### src/verilog/flash_cfg_pkg.sv
/*
  Shared constants and types for the protocol-select and status block of a
  serial flash. Assumes a single 200 MHz core clock samples the serial pins.
*/
package flash_cfg_pkg;
  // ******************************************************************
  // timing
  // ******************************************************************
  localparam int CLOCK_MHZ = 200;
  localparam int WRITE_TIME_NS = 2000;
  localparam int WRITE_CYCLES = (WRITE_TIME_NS * CLOCK_MHZ + 999) / 1000;

  // ******************************************************************
  // command codes, one byte each
  // ******************************************************************
  localparam logic [7:0] CMD_WRITE_ENABLE = 8'h06;
  localparam logic [7:0] CMD_READ_STATUS = 8'h05;
  localparam logic [7:0] CMD_WRITE_STATUS = 8'h01;
  localparam logic [7:0] CMD_WRITE_VOLATILE_CFG = 8'h81;
  localparam logic [7:0] CMD_WRITE_ENHANCED_VOLATILE_CFG = 8'h61;
  localparam logic [7:0] CMD_WRITE_NONVOLATILE_CFG = 8'hB1;
  localparam logic [7:0] CMD_PAGE_PROGRAM = 8'h02;
  localparam logic [7:0] CMD_SECTOR_ERASE = 8'hD8;
  localparam logic [7:0] CMD_WHOLE_ARRAY_ERASE = 8'hC7;

  // ******************************************************************
  // field positions and reset values
  // ******************************************************************
  localparam int EVCFG_DUAL_BIT = 6;
  localparam int EVCFG_QUAD_BIT = 7;
  localparam int NVCFG_DUAL_BIT = 2;
  localparam int NVCFG_QUAD_BIT = 3;
  localparam logic [15:0] NVCFG_RESET = 16'hFFFF;
  localparam logic [7:0] VCFG_RESET = 8'hFF;
  localparam logic [7:0] EVCFG_RESET = 8'hFF;
  localparam logic [7:0] STATUS_RESET = 8'h00;
  localparam int SECTOR_MSB = 21;
  localparam int SECTOR_LSB = 16;

  typedef enum logic [1:0] {PROTO_EXT, PROTO_DUAL, PROTO_QUAD} proto_t;

  // status register layout, bit 7 down to bit 0
  typedef struct packed {
    logic writeDisable;
    logic reserved;
    logic bottom;
    logic [2:0] blockProtect;
    logic writeEnable;
    logic writeBusy;
  } status_t;
endpackage

### src/verilog/spi_protocol_select_and_status.sv
/*
  Serial front end with protocol selection, working configuration and the
  status register. Assumes serial clock, select and lanes arrive from pins
  asynchronous to clock; the serial clock is well below clock/4.
*/
`timescale 1ns/1ps
module spi_protocol_select_and_status
  import flash_cfg_pkg::*;
#(
  parameter int WRITE_CYCLES_P = WRITE_CYCLES
) (
  input wire logic clock,
  input wire logic rst_b,
  input wire logic serialClk,
  input wire logic chipSel_b,
  input wire logic [3:0] dqIn,
  output logic [3:0] dqOut,
  output logic [3:0] dqOe,
  input wire logic writeProt_b,
  input wire logic vppHigh,
  input wire logic rescueReq,
  output status_t statusFlags,
  output proto_t protocol,
  output logic [15:0] nvCfg,
  output logic [7:0] volatileCfg,
  output logic [7:0] enhancedCfg
);
  // ******************************************************************
  // pin synchronisers
  // ******************************************************************
  logic [8:0] syncA_q;
  logic [8:0] syncB_q;
  logic [8:0] syncPrev_q;
  // first stage is read only by the second
  always_ff @(posedge clock or negedge rst_b) begin
    if (!rst_b) begin
      syncA_q <= 9'h1_22;
      syncB_q <= 9'h1_22;
      syncPrev_q <= 9'h1_22;
    end else begin
      syncA_q <= {rescueReq, vppHigh, writeProt_b, chipSel_b, serialClk, dqIn};
      syncB_q <= syncA_q;
      syncPrev_q <= syncB_q;
    end
  end

  logic [3:0] dqS;
  logic sclkRise, sclkFall, csLow, csRise, wpHigh, vppS, rescueRise;
  assign dqS = syncB_q[3:0];
  assign sclkRise = syncB_q[4] & ~syncPrev_q[4];
  assign sclkFall = ~syncB_q[4] & syncPrev_q[4];
  assign csLow = ~syncB_q[5];
  assign csRise = syncB_q[5] & ~syncPrev_q[5];
  assign wpHigh = syncB_q[6];
  assign vppS = syncB_q[7];
  assign rescueRise = syncB_q[8] & ~syncPrev_q[8];

  // ******************************************************************
  // state
  // ******************************************************************
  typedef enum logic [1:0] {ST_BOOT, ST_CMD, ST_DATA, ST_DROP} phase_t;
  phase_t phase_q, phase_d;
  proto_t proto_q, proto_d;
  status_t status_q, status_d;
  logic [15:0] nvCfg_q = NVCFG_RESET, nvCfg_d; // factory-erased content, kept over resets
  logic [7:0] vCfg_q, vCfg_d, evCfg_q, evCfg_d;
  logic [7:0] cmd_q, cmd_d, shift_q, shift_d, outShift_q, outShift_d;
  logic [23:0] args_q, args_d;
  logic [2:0] bitCnt_q, bitCnt_d, outCnt_q, outCnt_d;
  logic [1:0] argBytes_q, argBytes_d;
  logic reading_q, reading_d, prog_q, prog_d;
  logic [31:0] busyCnt_q, busyCnt_d;
  logic [3:0] dqOut_q, dqOut_d, dqOe_q, dqOe_d;

  // ******************************************************************
  // helpers
  // ******************************************************************
  proto_t laneMode;
  logic [2:0] laneWidth;
  logic [7:0] shiftIn;
  logic [6:0] protSectors;
  logic [5:0] sector;
  logic sectorProt, statusLocked, wholeBytes;
  status_t statusView;

  // quad falls back to one lane while a Vpp program or erase runs
  always_comb begin
    laneMode = proto_q;
    if (proto_q == PROTO_QUAD && vppS && status_q.writeBusy && prog_q) begin
      laneMode = PROTO_EXT;
    end
  end

  // command, address and data share the lane count of the mode
  always_comb begin
    case (laneMode)
      PROTO_DUAL: begin
        laneWidth = 3'd2;
        shiftIn = {shift_q[5:0], dqS[1:0]};
      end
      PROTO_QUAD: begin
        laneWidth = 3'd4;
        shiftIn = {shift_q[3:0], dqS[3:0]};
      end
      default: begin
        laneWidth = 3'd1;
        shiftIn = {shift_q[6:0], dqS[0]};
      end
    endcase
  end

  // protected sector count doubles per block-protect step; 7 covers all
  always_comb begin
    sector = args_q[SECTOR_MSB:SECTOR_LSB];
    if (status_q.blockProtect == 3'd0) begin
      protSectors = 7'd0;
    end else if (status_q.blockProtect == 3'd7) begin
      protSectors = 7'd64;
    end else begin
      protSectors = 7'(7'd1 << (status_q.blockProtect - 3'd1));
    end
    if (status_q.bottom) begin
      sectorProt = {1'b0, sector} < protSectors;
    end else begin
      sectorProt = {1'b0, sector} >= (7'd64 - protSectors);
    end
    if (protSectors == 7'd0) begin
      sectorProt = 1'b0;
    end
  end

  assign statusLocked = status_q.writeDisable & ~wpHigh;
  assign wholeBytes = (bitCnt_q == 3'd0);
  always_comb begin
    statusView = status_q;
    statusView.reserved = 1'b0;
  end

  // ******************************************************************
  // command engine
  // ******************************************************************
  always_comb begin
    phase_d = phase_q;
    proto_d = proto_q;
    status_d = status_q;
    nvCfg_d = nvCfg_q;
    vCfg_d = vCfg_q;
    evCfg_d = evCfg_q;
    cmd_d = cmd_q;
    shift_d = shift_q;
    args_d = args_q;
    bitCnt_d = bitCnt_q;
    argBytes_d = argBytes_q;
    reading_d = reading_q;
    prog_d = prog_q;
    busyCnt_d = busyCnt_q;
    outShift_d = outShift_q;
    outCnt_d = outCnt_q;
    dqOut_d = dqOut_q;
    dqOe_d = dqOe_q;
    // internal write timer; the latch drops when the cycle ends
    if (status_q.writeBusy) begin
      if (busyCnt_q <= 32'd1) begin
        status_d.writeBusy = 1'b0;
        status_d.writeEnable = 1'b0;
        prog_d = 1'b0;
      end else begin
        busyCnt_d = busyCnt_q - 32'd1;
      end
    end
    case (phase_q)
      // working mode comes from nonvolatile settings, volatile copies from their reset values; quad wins over dual
      ST_BOOT: begin
        if (!nvCfg_q[NVCFG_QUAD_BIT]) begin
          proto_d = PROTO_QUAD;
        end else if (!nvCfg_q[NVCFG_DUAL_BIT]) begin
          proto_d = PROTO_DUAL;
        end else begin
          proto_d = PROTO_EXT;
        end
        vCfg_d = VCFG_RESET;
        evCfg_d = EVCFG_RESET;
        phase_d = ST_CMD;
      end
      ST_CMD, ST_DATA, ST_DROP: begin
        if (csLow && sclkRise && !reading_q) begin
          shift_d = shiftIn;
          bitCnt_d = 3'(bitCnt_q + laneWidth);
          if (3'(bitCnt_q + laneWidth) == 3'd0) begin
            if (phase_q == ST_CMD) begin
              cmd_d = shiftIn;
              phase_d = ST_DATA;
              reading_d = (shiftIn == CMD_READ_STATUS);
              outCnt_d = 3'd0;
            end else if (phase_q == ST_DATA && argBytes_q != 2'd3) begin
              args_d = {args_q[15:0], shiftIn};
              argBytes_d = argBytes_q + 2'd1;
            end
          end
        end
        // read status streams MSB first, reloaded every byte
        if (csLow && sclkFall && reading_q) begin
          dqOe_d = (laneMode == PROTO_QUAD) ? 4'hF :
                   (laneMode == PROTO_DUAL) ? 4'h3 : 4'h2;
          if (outCnt_q == 3'd0) begin
            outShift_d = 8'(statusView << laneWidth);
            outCnt_d = 3'(3'd0 - laneWidth);
            dqOut_d = (laneMode == PROTO_QUAD) ? statusView[7:4] :
                      (laneMode == PROTO_DUAL) ? {2'b00, statusView[7:6]} :
                      {2'b00, statusView[7], 1'b0};
          end else begin
            outShift_d = 8'(outShift_q << laneWidth);
            outCnt_d = 3'(outCnt_q - laneWidth);
            dqOut_d = (laneMode == PROTO_QUAD) ? outShift_q[7:4] :
                      (laneMode == PROTO_DUAL) ? {2'b00, outShift_q[7:6]} :
                      {2'b00, outShift_q[7], 1'b0};
          end
        end
        // commands act when select rises, and only on whole bytes
        if (csRise) begin
          if (phase_q == ST_DATA && wholeBytes && !status_q.writeBusy) begin
            if (cmd_q == CMD_WRITE_ENABLE) begin
              status_d.writeEnable = 1'b1;
            end else if (cmd_q == CMD_WRITE_STATUS) begin
              if (status_q.writeEnable && !statusLocked && argBytes_q != 2'd0) begin
                status_d.writeDisable = args_q[7];
                status_d.bottom = args_q[5];
                status_d.blockProtect = args_q[4:2];
                status_d.writeBusy = 1'b1;
                busyCnt_d = WRITE_CYCLES_P;
              end
            end else if (cmd_q == CMD_WRITE_NONVOLATILE_CFG) begin
              if (status_q.writeEnable && argBytes_q == 2'd2) begin
                nvCfg_d = {args_q[7:0], args_q[15:8]};
                status_d.writeBusy = 1'b1;
                busyCnt_d = WRITE_CYCLES_P;
              end
            end else if (cmd_q == CMD_WRITE_VOLATILE_CFG) begin
              if (status_q.writeEnable && argBytes_q != 2'd0) begin
                vCfg_d = args_q[7:0];
                status_d.writeEnable = 1'b0;
              end
            end else if (cmd_q == CMD_WRITE_ENHANCED_VOLATILE_CFG) begin
              if (status_q.writeEnable && argBytes_q != 2'd0) begin
                evCfg_d = args_q[7:0];
                status_d.writeEnable = 1'b0;
                if (!args_q[EVCFG_QUAD_BIT]) begin
                  proto_d = PROTO_QUAD;
                end else if (!args_q[EVCFG_DUAL_BIT]) begin
                  proto_d = PROTO_DUAL;
                end else begin
                  proto_d = PROTO_EXT;
                end
              end
            end else if (cmd_q == CMD_PAGE_PROGRAM || cmd_q == CMD_SECTOR_ERASE) begin
              if (status_q.writeEnable && argBytes_q == 2'd3 && !sectorProt) begin
                status_d.writeBusy = 1'b1;
                prog_d = 1'b1;
                busyCnt_d = WRITE_CYCLES_P;
              end
            end else if (cmd_q == CMD_WHOLE_ARRAY_ERASE) begin
              if (status_q.writeEnable && status_q.blockProtect == 3'd0) begin
                status_d.writeBusy = 1'b1;
                prog_d = 1'b1;
                busyCnt_d = WRITE_CYCLES_P;
              end
            end
          end
          phase_d = ST_CMD;
          bitCnt_d = 3'd0;
          argBytes_d = 2'd0;
          args_d = 24'h00_0000;
          reading_d = 1'b0;
          dqOe_d = 4'h0;
          dqOut_d = 4'h0;
        end
        // rescue returns to the default protocol without power cycling
        if (rescueRise) begin
          proto_d = PROTO_EXT;
          evCfg_d = EVCFG_RESET;
        end
      end
      default: phase_d = ST_CMD;
    endcase
  end

  // nonvolatile copy has no reset, so every reboot can load the mode from it
  always_ff @(posedge clock) nvCfg_q <= nvCfg_d;
  // status clears and the volatile copies load all ones at reset; boot then reloads the working mode
  always_ff @(posedge clock or negedge rst_b) begin
    if (!rst_b) begin
      phase_q <= ST_BOOT;
      proto_q <= PROTO_EXT;
      status_q <= STATUS_RESET;
      vCfg_q <= VCFG_RESET;
      evCfg_q <= EVCFG_RESET;
      cmd_q <= 8'h00;
      shift_q <= 8'h00;
      args_q <= 24'h00_0000;
      bitCnt_q <= 3'd0;
      argBytes_q <= 2'd0;
      reading_q <= 1'b0;
      prog_q <= 1'b0;
      busyCnt_q <= 32'h0000_0000;
      outShift_q <= 8'h00;
      outCnt_q <= 3'd0;
      dqOut_q <= 4'h0;
      dqOe_q <= 4'h0;
    end else begin
      phase_q <= phase_d;
      proto_q <= proto_d;
      status_q <= status_d;
      vCfg_q <= vCfg_d;
      evCfg_q <= evCfg_d;
      cmd_q <= cmd_d;
      shift_q <= shift_d;
      args_q <= args_d;
      bitCnt_q <= bitCnt_d;
      argBytes_q <= argBytes_d;
      reading_q <= reading_d;
      prog_q <= prog_d;
      busyCnt_q <= busyCnt_d;
      outShift_q <= outShift_d;
      outCnt_q <= outCnt_d;
      dqOut_q <= dqOut_d;
      dqOe_q <= dqOe_d;
    end
  end

  // ******************************************************************
  // outputs
  // ******************************************************************
  assign dqOut = dqOut_q;
  assign dqOe = dqOe_q;
  assign statusFlags = statusView;
  assign protocol = laneMode;
  assign nvCfg = nvCfg_q;
  assign volatileCfg = vCfg_q;
  assign enhancedCfg = evCfg_q;
endmodule

### config.mk
export PLATFORM = sky130hd
export DESIGN_NAME = spi_protocol_select_and_status
export DESIGN_NICKNAME = d
export VERILOG_FILES = /design/src/verilog/flash_cfg_pkg.sv /design/src/verilog/spi_protocol_select_and_status.sv
export SDC_FILE = /design/constraint.sdc
export NUM_CORES = 1
export LEC_CHECK = 0
export ABC_CLOCK_PERIOD_IN_PS = 3050
export BUFFER_PORTS_ARGS = -buffer_cell sky130_fd_sc_hd__buf_2
export CAP_MARGIN = 20
export CORE_ASPECT_RATIO = 1.1
export CORE_MARGIN = 2
export CORE_UTILIZATION = 54
export DETAILED_ROUTE_END_ITERATION = 10
export PLACE_DENSITY = 0.76
export RECOVER_POWER = 50
export SYNTH_ARGS = -nofsm -noshare
export SYNTH_HDL_FRONTEND = slang
export SYNTH_SLANG_ARGS = --single-unit
### constraint.sdc
create_clock -name clock -period 3.05 [get_ports clock]
set_input_delay 0.305 -clock clock [delete_from_list [all_inputs] [get_ports clock]]
set_output_delay 0.305 -clock clock [all_outputs]
set_load 0.02 [all_outputs]
[Word-level counts from Yosys, hierarchy flattened]
Cells that the tools add are included.
Widths: inputs -> output; s select.
Word-level totals
  register bits: 165
Cells by class
  magnitude comparators: 3
  reductions and logical operators: 51
  bitwise operators: 13
  eq/ne operators: 38
  muxes and demuxes: 127
  shift operators: 3
  $add $sub $neg: 7
Operators with widths (count)
  $mux 32: 16
  $mux 8: 16
  $mux 22: 5
  $mux 2: 26
  $pmux 8 s2: 3
  $mux 1: 41
  $ne 3x3->1 const B: 11
  $eq 8x8->1 const B: 4
  $le 32x1->1 const B: 1
  $mux 4: 8
  $sub 32x1->32 const B: 1
  $mux 3: 7
  $ne 2x2->1 const B: 9
  $reduce_bool 2->1: 9
  $logic_and 1x1->1: 17
  $eq 8x3->1 const B: 2
  $shl 8x3->8: 2
  $mux 7: 2
  $reduce_and 7->1: 2
  $eq 2x2->1 const B: 6
  $logic_not 3->1: 4
  $reduce_and 4->1: 3
  $eq 8x1->1 const B: 1
  $eq 8x2->1 const B: 1
  26 further kinds: 45

[Depth between registers and ports, before layout]
Gate-level depths: netlist (run 1).
  depth in word-level cells: 20
  mapped depth: 16

[Worst setup path before layout (run 1)]
OpenSTA, ideal clock, no wires.
  path type: flip-flop to flip-flop
  start: register status_q (netlist bit statusFlags[0])
  end: register args_q[1]
  setup time: 0.133 ns
  cell stages (with the launch flop): 17
  data arrival time: 3.105 ns
  setup slack: -0.188 ns
  required time: 2.917 ns
  period minus slack after synthesis: 3.238 ns
  path through: dfrtp_1 > buf_2 > nand4_1 > nand2_1 > inv_1 > ha_1 > ha_1 > inv_1 > fa_1 > xnor2_1 > xnor2_1 > nand4b_1 > or3_1 > clkbuf_1 > clkbuf_1 > nand3_1 > o21ai_0
On the way
  longest elaborated chain between the ends: 10
Ends and longest elaborated chain
  start, declared: RTL line spi_protocol_select_and_status.sv:64  | status_t status_q, status_d;
  start signal, assigned: RTL line spi_protocol_select_and_status.sv:312  | status_q <= status_d;
  $logic_and 1x1->1 (*) (2 in series): RTL line spi_protocol_select_and_status.sv:89  | if (proto_q == PROTO_QUAD && vppS && status_q.writeBusy && prog_q) begin
  $mux 2 (*): RTL line spi_protocol_select_and_status.sv:89
  via protocol[1]: RTL line spi_protocol_select_and_status.sv:23  | output proto_t protocol,
  parallel branches: the longest is 7 deep, another holds $add 3x3->3
  end signal, assigned: RTL line spi_protocol_select_and_status.sv:317  | args_q <= args_d;
  end, declared: RTL line spi_protocol_select_and_status.sv:68  | logic [23:0] args_q, args_d;
Mark *: on every way through the listed nets, which the timed path passes. The select of a mux whose other input is x is not followed.
A chain may end at the register's enable or synchronous reset.

[Worst setup path in the final report (run 1)]
  start: register proto_q[0]
  end: register argBytes_q[0]
On the way
  longest elaborated chain between the ends: 11
Ends and longest elaborated chain
  start, declared: RTL line spi_protocol_select_and_status.sv:63  | proto_t proto_q, proto_d;
  start signal, assigned: RTL line spi_protocol_select_and_status.sv:311  | proto_q <= proto_d;
  $eq 2x2->1: RTL line spi_protocol_select_and_status.sv:89
  $logic_and 1x1->1 (3 in series): RTL line spi_protocol_select_and_status.sv:89
  $mux 2 (*): RTL line spi_protocol_select_and_status.sv:89
  $eq 2x2->1 / $eq 2x1->1 (equally long branches): RTL line spi_protocol_select_and_status.sv:96  | case (laneMode)
  $pmux 3 s2 (*): RTL line spi_protocol_select_and_status.sv:96
  $add 3x3->3 (*): RTL line spi_protocol_select_and_status.sv:189  | if (3'(bitCnt_q + laneWidth) == 3'd0) begin
  $logic_not 3->1 (*): RTL line spi_protocol_select_and_status.sv:189
  $reduce_bool 2->1 (no source line) (*)
  $reduce_and 5->1 (no source line) (*)
  end signal, assigned: RTL line spi_protocol_select_and_status.sv:319  | argBytes_q <= argBytes_d;
  end, declared: RTL line spi_protocol_select_and_status.sv:70  | logic [1:0] argBytes_q, argBytes_d;
Every way passes the cells marked *; elsewhere a longest branch is shown, timed or not.

==> results of run 1 <==
==> final timing paths <==
kind	endpoint	from	slack [ns]
min in group asynchronous	dqOut[3]	rst_b	0.76
worst max-delay path	argBytes_q[0]	proto_q[0]	0.08
worst min register to register	syncB_q[0]	syncA_q[0]	0.35
max in group asynchronous	volatileCfg[1]	rst_b	1.18
worst max register to register	argBytes_q[0]	proto_q[0]	0.08
worst min-delay path	syncB_q[0]	syncA_q[0]	0.35
==> layout make-up <==
cell class / instances / share of cell area, %
clock buffers: 18 / 4.81
inverters: 24 / 1.01
multi-input cells: 495 / 37.0
flip-flops and latches: 158 / 45.5
well taps: 188 / 2.63
repair buffers: 99 / 7.53
clock inverters: 14 / 1.50
==> layout by cell type (no fill, tap or decap), types with 10 or more instances in the layout <==
cell and instances:
nor3_1 18, inv_1 21, xnor2_1 17, a21oi_1 18, buf_2 35, dlygate4sd3_1 10, o21ai_0 35, nand3_1 39
clkbuf_1 24, nand3b_1 12, clkbuf_16 19, nor2_1 60, xor2_1 14, edfxtp_1 16, dfstp_2 23, ha_1 20
buf_4 24, dfrtp_1 117, mux2i_1 37, nand2_1 97
==> metrics by stage <==
| stage | TNS, ns | setup WS, ns | util [%] | power, mW |
|---|---|---|---|---|
| final | 0 | 0.0818 | 65.0 | 4.96 |
| after global routing | -0.321 | -0.0652 | 65.0 | 5.17 |
| after CTS | 0 | 0.0725 | 64.2 | 4.98 |
| after detailed placement | 0 | 0.0837 | 59.4 | 2.95 |
| after global placement | 0 | 0.175 | 59.4 | 2.92 |
| after floorplan | 0 | 0.00526 | - | 2.75 |
==> sequential cells by signal, summed over array words and instances, names as in the netlist <==
| signal | flops |
|---|---|
| busyCnt_q | 32 |
| phase_q | 2 |
| syncA_q | 9 |
| shift_q | 7 |
| argBytes_q | 2 |
| volatileCfg | 8 |
| outShift_q | 8 |
| proto_q | 2 |
| enhancedCfg | 8 |
| dqOe | 3 |
| dqOut | 4 |
| reading_q | 1 |
| args_q | 22 |
| syncPrev_q | 3 |
| outCnt_q | 3 |
| statusFlags | 7 |
| syncB_q | 9 |
| cmd_q | 8 |
| bitCnt_q | 3 |
| prog_q | 1 |
| nvCfg | 16 |
==> worst register-to-register path, cell delays in order (launching register included) <==
cell,delay (ns)
dfrtp_1,0.39
inv_2,0.06
nand4_1,0.08
nand2_1,0.11
inv_2,0.07
ha_4,0.28
ha_4,0.11
inv_1,0.04
fa_2,0.35
xnor2_2,0.19
xnor2_1,0.13
nand4b_1,0.18
or3_4,0.44
clkbuf_16,0.19
nand3_1,0.10
o21ai_1,0.11
==> kinds of logic (layout without fill, tap and decap cells) <==
| group | count (synthesis) | after routing | synth area share, % |
|---|---|---|---|
| AND/OR/NAND/NOR | 298 | 298 | 21.0 |
| other | 1 | 1 | 0.0497 |
| AO/OA/AOI/OAI | 93 | 93 | 7.32 |
| multiplexers | 46 | 46 | 6.26 |
| flip-flops | 158 | 158 | 53.9 |
| XOR/XNOR | 32 | 32 | 3.72 |
| buffers and inverters | 60 | 155 | 3.47 |
| adder cells (fa/ha/maj) | 25 | 25 | 4.35 |
==> per-layer routing <==
metal / global-route usage, % / vias up / wire, microns
met2: 41.2 / 176 / 9010
met1: 30.2 / 2798 / 6800
met3: 4.92 / 28 / 870
met4: 7.61 / 0 / 310
met5: 0 / - / 0
li1: - / 2649 / -
==> where the power goes <==
part	switching, mW	total, mW	internal (mW)
combinational	0.335	0.561	0.226
sequential	0.135	2.38	2.24
clock	0.885	2.02	1.14
==> what timing repair did <==
action                     4_1_cts  5_1_grt
hold endpoints to repair        62        0
setup buffers                    0        2
setup endpoints to repair        0       69
resized for setup                0       22
hold buffers                    10        0
==> out/results.txt, run 1 <==
outcome: finished, final reports clean
Via density: 5.67
Initial Util: 54.9%
Post-synth top cells: dfrtp_1, nand2_1, nor2_1
Max-Cap Viols: 0
CP cell instances: inv_2, nand4_1, nand2_1, inv_2, ha_4, ha_4, inv_1, fa_2, xnor2_2, xnor2_1, nand4b_1, or3_4, clkbuf_16, nand3_1, o21ai_1
CTS root buf: clkbuf_16
post-layout net count: 831
area of the multi-input gates: 0.00330 sq mm
htree depth: 4
TritonCTS clock tree: done
clk sinks: 158
final hold violation count: 0
Tot GR Track Use: 23.9%
register area share after synthesis: 53.9%
worst hold path class: flop to flop
syn_nets: 749
final max-slew violation count: 0
Synth area leader: dfrtp_1
# IOs: 61
detailed placement HPWL: 11500 microns
synth top area cells: dfrtp_1, dfstp_2, edfxtp_1
Die Wd: 117 microns
GP Congestion: 0.910
dpl cell area: 0.00815 sq mm
most frequent cell after synthesis: dfrtp_1
worst slew pin tran: 1.43 ns
Tmin final: 2.97 ns
EDFF count, synth: 16
Most used DFF post-synth: dfrtp_1
vias in the first global route: 5560
input/output buffers: 59
CTS buffer count: 17
Routed WL per cell: 17.1 microns
RSZ-0062 raised after global routing: yes
Leakage: 3.96 nW
first-pass GRT wire length: 27400 microns
fin cells: 996
clock skew: 0.00956 ns
Hold Path Cell Cnt: 0
mean area per synthesized cell: 10.6 sq um
CP bufs+invs: 4
slowest CP cell: or3_4
largest net degree at the start of global routing: 85
Clock transition at path regs: 0.07 ns
layout cells sized above 1: 20.7%
post-synth top area share: 39.2%
worst-path fanout max: 8
P&R area growth vs syn: 18.4%
initial antenna violation count: 0
Synth Cell Area: 0.00754 sq mm
Filler cells: 1115
antenna cells: 0
CTS max path bufs: 2
Tcrit/Tclk final: 97.3%
sequential cell area: 0.00407 sq mm
FP Rows: 45
Skew-Pair Late Insertion Delay: 0.43 ns
Vias: 5651
Worst slew margin: 4.36%
total congestion overflow: 0
DRC: 0
crit path capture type: flop
Distinct cells, synth: 65
Max Freq: 337 MHz
CP required: 3.34 ns
DRT iter0 DRCs: 314
gate count of the mapped netlist: 713
top cell family by delay on the critical path: simple AND/OR/NAND/NOR gates
R2R depth: 15
Inst Count DP: 950
Data arrival, critical path: 3.26 ns
PD cells: 556 mW/mm^2
Final Cell Area: 0.00893 sq mm
Crit path depth: 15
YS warnings: 0
Die ar.: 0.0149 sq mm
Worst VDD drop: 0.000333 V
die outline height: 128 microns
Setup Crit Path Kind: flop to flop
final setup fails: 0
Async SR Flop Fraction: 89.9%
drt first pass iters: 5
Final ANT Viol Nets: 0
Worst Setup Start Kind: flop
drt total wl: 17000 microns
synthesized flop and latch total: 158
hold_ws: 0.352 ns
CP max stage delay: 0.43 ns
core area: 0.0137 sq mm
Note: power is estimated with default switching activity, not from simulation.
==> run 2, diff against run 1 <==
--- a/config.mk
+++ b/config.mk
@@ -5,14 +5,14 @@
 export SDC_FILE = /design/constraint.sdc
 export NUM_CORES = 1
 export LEC_CHECK = 0
-export ABC_CLOCK_PERIOD_IN_PS = 3050
+export ABC_CLOCK_PERIOD_IN_PS = 2900
 export BUFFER_PORTS_ARGS = -buffer_cell sky130_fd_sc_hd__buf_2
 export CAP_MARGIN = 20
-export CORE_ASPECT_RATIO = 1.1
+export CORE_ASPECT_RATIO = 0.8
 export CORE_MARGIN = 2
-export CORE_UTILIZATION = 54
+export CORE_UTILIZATION = 60
 export DETAILED_ROUTE_END_ITERATION = 10
-export PLACE_DENSITY = 0.76
+export PLACE_DENSITY = 0.8
 export RECOVER_POWER = 50
 export SYNTH_ARGS = -nofsm -noshare
 export SYNTH_HDL_FRONTEND = slang
==> constraint.sdc (replaced) <==
create_clock -name clock -period 2.9 [get_ports clock]
set_input_delay 0.29 -clock clock [delete_from_list [all_inputs] [get_ports clock]]
set_output_delay 0.29 -clock clock [all_outputs]
set_load 0.02 [all_outputs]
==> run 2 against run 1 <==
Compared with the run above:
- the flow now finishes with violations (negative setup slack)
- non-clock buffer count up 18
- cell count up 0.10%
- via count up 4.6%
- first-iteration DRC count up 67%
- combinational power up 46%
- clock power up 11%
- cell area up 6.2%
- register-to-register slack worse by 0.22 ns
- critical path type unchanged
- largest cell class unchanged
- largest power group unchanged
==> out/results.txt, run 2 (synthesis results as in run 1) <==
failing checks: negative setup slack
htree depth: 4
outcome: complete, but fails checks
CP most frequent cell: o21ai_1
drt first pass iters: 5
crit path capture type: flop
post-layout net count: 849
core area: 0.0122 sq mm
DRT iter0 DRCs: 523
worst hold path class: flop to flop
slowest CP cell: dfrtp_1
most frequent cells in the layout: dfrtp_1, nand2_1, buf_2
final hold violation count: 0
CP bufs+invs: 2
total congestion overflow: 0
Leakage: 4.16 nW
Final ANT Viol Nets: 0
P&R area growth vs syn: 25.7%
Filler cells: 743
sequential cell area: 0.00407 sq mm
antenna cells: 0
input/output buffers: 59
Routed WL per cell: 19.1 microns
max FFs per register: 32
detailed placement HPWL: 12000 microns
Tmin final: 3.03 ns
Tcrit/Tclk final: 105%
worst slew pin tran: 1.38 ns
Final WS setup: -0.135 ns
clk sinks: 158
Data arrival, critical path: 3.40 ns
PD cells: 589 mW/mm^2
Setup Crit Path Kind: flop to flop
FP Rows: 36
CTS root buf: clkbuf_16
CTS buffer count: 17
final max-slew violation count: 0
most common cell after layout, fill and taps aside: dfrtp_1
Initial Util: 61.8%
Via density: 5.93
vias in the first global route: 5812
RSZ-0062 raised after global routing: yes
Vias: 5913
initial antenna violation count: 0
drt total wl: 19000 microns
CP max stage delay: 0.41 ns
GP Congestion: 0.921
Die Wd: 129 microns
DRC: 0
final setup fails: 35
first-pass GRT wire length: 29100 microns
CP required: 3.26 ns
Worst Setup Start Kind: flop
Max Freq: 329 MHz
clock skew: 0.00773 ns
area of the multi-input gates: 0.00359 sq mm
worst slack, placed: -0.0305 ns
Max-Cap Viols: 0
die outline height: 104 microns
worst-path fanout max: 8
top cell family by delay on the critical path: compound AO/OA/AOI/OAI gates
layout cells sized above 1: 31.5%
Skew-Pair Late Insertion Delay: 0.43 ns
Die ar.: 0.0135 sq mm
Final Cell Area: 0.00948 sq mm
CP cell instances: buf_6, nand3b_1, ha_4, xnor2_1, ha_1, a21oi_1, o21ai_1, a31oi_2, o21ai_1, a31oi_1, o21a_2, clkbuf_16, nand2b_1
Tot GR Track Use: 27.9%
Reg with most FFs: busyCnt_q
dpl cell area: 0.00819 sq mm
CTS max path bufs: 2
# IOs: 61
TritonCTS clock tree: done
largest net degree at the start of global routing: 59
Worst VDD drop: 0.000649 V
Worst slew margin: 8.23%
Clock transition at path regs: 0.06 ns
-- run 2: cell type report --
cell class | instances | area share (%)
Sequential cell | 158 | 42.9
Clock buffer | 26 | 5.49
Inverter | 24 | 0.950
Clock inverter | 6 | 0.845
Multi-Input combinational cell | 495 | 37.8
Timing Repair Buffer | 117 | 9.75
Tap cell | 171 | 2.26
-- run 2: worst paths after layout --
path	from	endpoint	depth (start not counted)	slack, ns
worst min-delay path	syncA_q[3]	syncB_q[3]	0	0.35
worst max-delay path	statusFlags[2]	busyCnt_q[4]	13	-0.13
worst min register to register	syncA_q[3]	syncB_q[3]	0	0.35
worst max register to register	statusFlags[2]	busyCnt_q[4]	13	-0.13
min in group asynchronous	rst_b	args_q[10]	2	0.72
max in group asynchronous	rst_b	dqOe[0]	3	0.65
-- run 2: metal layers --
layer  up-vias  wire (microns)  global-route usage (%)
met3        42            1150                    7.00
met2       227            9350                    43.6
met4         0             539                    11.0
met1      2956            8010                    37.5
li1       2688               -                       -
met5         -               0                       0
-- run 2: power breakdown --
| group | total, mW | internal (mW) | leakage, nW | switching [mW] |
|---|---|---|---|---|
| Clock | 2.25 | 1.40 | 0.299 | 0.843 |
| Combinational | 0.821 | 0.336 | 1.87 | 0.484 |
| Sequential | 2.52 | 2.36 | 2.00 | 0.155 |
-- run 2: metrics by stage --
stage	instances	power [mW]	setup TNS [ns]	hold slack, ns	util, %
after CTS	978	5.54	0	0.349	73.0
after global routing	997	5.80	-11.15	0.352	77.7
after detailed placement	935	3.28	-0.173	0.284	67.1
after global placement	935	3.25	0	0.271	67.1
final	997	5.59	-2.67	0.346	77.7
after floorplan	713	3.01	-0.471	-0.00559	-
-- run 2: timing repair --
action,in CTS,in global routing
setup endpoints to repair,54,68
setup buffers,1,12
pin swaps,2,32
hold buffers,10,0
endpoints found under the hold margin,45,0
cloned,0,7
gates resized for setup,3,91
==> run 3, diff against run 2 <==
--- a/config.mk
+++ b/config.mk
@@ -10,10 +10,11 @@
 export CAP_MARGIN = 20
 export CORE_ASPECT_RATIO = 0.8
 export CORE_MARGIN = 2
-export CORE_UTILIZATION = 60
+export CORE_UTILIZATION = 35
+export CTS_CLUSTER_SIZE = 25
 export DETAILED_ROUTE_END_ITERATION = 10
-export PLACE_DENSITY = 0.8
 export RECOVER_POWER = 50
+export SETUP_SLACK_MARGIN = 0.05
 export SYNTH_ARGS = -nofsm -noshare
 export SYNTH_HDL_FRONTEND = slang
 export SYNTH_SLANG_ARGS = --single-unit
==> run 3 against run 2 <==
Compared with the run above:
- the run now ends clean
- count of clock-buffer cells in the layout shrank 8
- total power down 3.1%
- cell count increased by 10%
- worst setup slack better by 0.17 ns
- register-to-register slack gained 0.17 ns
- fmax grew 5.9%
- cell area fell by 2.6%
- critical path depth increased by 2
- wire length down 7.0%
- sequential share of layout area rose by 1.1 points
- first-iteration DRC count down 26%
- critical path type unchanged
- largest cell class unchanged
- largest power group unchanged
- highest routed layer unchanged
==> out/results.txt, run 3 (synthesis results as in run 1) <==
P&R area growth vs syn: 22.5%
input/output buffers: 59
internal power: 3.82 mW
CTS buffer count: 17
Tot GR Track Use: 15.7%
CP max stage delay: 0.44 ns
initial antenna violation count: 0
max FFs per register: 32
Data arrival, critical path: 3.18 ns
die outline height: 135 microns
vias in the first global route: 5210
detailed placement HPWL: 11900 microns
clk sinks: 158
post-layout net count: 847
antenna cells: 0
net switching power: 1.59 mW
DRT iter0 DRCs: 388
most common cell after layout, fill and taps aside: dfrtp_1
outcome: finished, final reports clean
drt total wl: 17700 microns
htree depth: 4
most frequent cells in the layout: dfrtp_1, nand2_1, nor2_1
worst slew pin tran: 1.49 ns
Skew-Pair Late Insertion Delay: 0.43 ns
Vias: 5561
sequential power share: 46.4%
Routed WL per cell: 16.1 microns
total congestion overflow: 0
Inst Count DP: 1050
core area: 0.0214 sq mm
Max-Cap Viols: 0
Initial Util: 35.3%
Fin Setup TNS: 0 ns
fin cells: 1099
clock power share: 38.3%
first-pass GRT wire length: 28000 microns
Reg with most FFs: busyCnt_q
Via density: 5.06
Die ar.: 0.0227 sq mm
GP Congestion: 0.893
combinational power share: 15.4%
Leakage: 4.05 nW
layout cells sized above 1: 23.2%
CP cell instances: inv_2, nand4_1, nand2_1, inv_2, ha_4, ha_4, inv_2, fa_2, xnor2_2, xnor2_1, nand4b_1, or3_4, clkbuf_16, nand3_2, o21ai_1
Worst slew margin: 0.957%
# IOs: 61
TritonCTS clock tree: done
final setup fails: 0
FP Rows: 48
crit path capture type: flop
PD cells: 586 mW/mm^2
CTS max path bufs: 2
CP most frequent cell: inv_2
Max Freq: 349 MHz
Worst Setup Start Kind: flop
Worst VDD drop: 0.000398 V
slowest CP cell: or3_4
RSZ-0062 raised after global routing: yes
Tmin final: 2.87 ns
CTS root buf: clkbuf_16
DRC: 0
worst-path fanout max: 16
Clock transition at path regs: 0.07 ns
Setup Crit Path Kind: flop to flop
drt first pass iters: 5
final max-slew violation count: 0
largest net degree at the start of global routing: 61
clock skew: 0.0139 ns
worst hold path class: flop to flop
Tcrit/Tclk final: 98.9%
Die Wd: 168 microns
switching share of total power: 29.4%
Final ANT Viol Nets: 0
CP required: 3.21 ns
final hold violation count: 0
==> run 3: path summary, 6_finish.rpt <==
path | start | endpoint | slack [ns] | cells past startpoint
setup / recovery | proto_q[0] | args_q[5] | 0.03 | 15
hold / removal | syncA_q[0] | syncB_q[0] | 0.35 | 0
setup reg to reg | proto_q[0] | args_q[5] | 0.03 | 15
hold reg to reg | syncA_q[0] | syncB_q[0] | 0.35 | 0
max in group asynchronous | rst_b | proto_q[1] | 0.60 | 3
min in group asynchronous | rst_b | args_q[1] | 0.77 | 2
==> run 3: power groups by stage <==
stage	logic (mW)	registers, mW	clock network, mW
after global routing	0.916	2.53	2.23
after CTS	0.766	2.50	2.13
final	0.831	2.51	2.07
after detailed placement	0.750	2.54	0
after floorplan	0.517	2.50	0
after global placement	0.750	2.54	0
==> run 3: routing by layer <==
layer / GRT usage, % / wire (microns)
met3: 3.21 / 714
met1: 23.9 / 9110
met4: 5.41 / 287
met2: 21.9 / 7610
met5: 0 / 0
==> run 3: critical path: cells and delay by family, from the launching register on <==
| kind | cells | cell delay, ns |
|---|---|---|
| buf+inv | 4 | 0.35 |
| fa+ha+maj | 3 | 0.72 |
| flops | 1 | 0.39 |
| xor+xnor | 2 | 0.30 |
| simple gates | 5 | 0.91 |
| compound gates | 1 | 0.08 |
==> run 3: per-stage QoR <==
stage	hold slack, ns	utilization (%)	setup WS [ns]	cell area, sq um	power, mW
finish	0.350	43.2	0.0333	9240	5.41
global route	0.356	43.2	-0.132	9240	5.68
CTS	0.350	42.3	0.0597	9040	5.39
detailed placement	0.310	39.3	0.00616	8390	3.29
global placement	0.312	39.3	0.0908	8390	3.29
floorplan	-0.00559	-	-0.0285	7610	3.01
==> run 3: cell type report <==
cell class,count,area (sq um)
sequential,158,4070
clock inverter,14,110
timing repair buffer,115,826
multi-input combinational,495,3370
clock buffer,18,429
fill,2033,12100
inverter,24,90.1
tap,275,344
==> run 3: what timing repair did <==
item                       4_1_cts  5_1_grt
hold buffers                    10        0
hold endpoints to repair        58        0
cloned                           0        5
buffers inserted                 1        1
gates resized for setup          1       31
pin swaps                        2       10
setup endpoints to repair       24       70
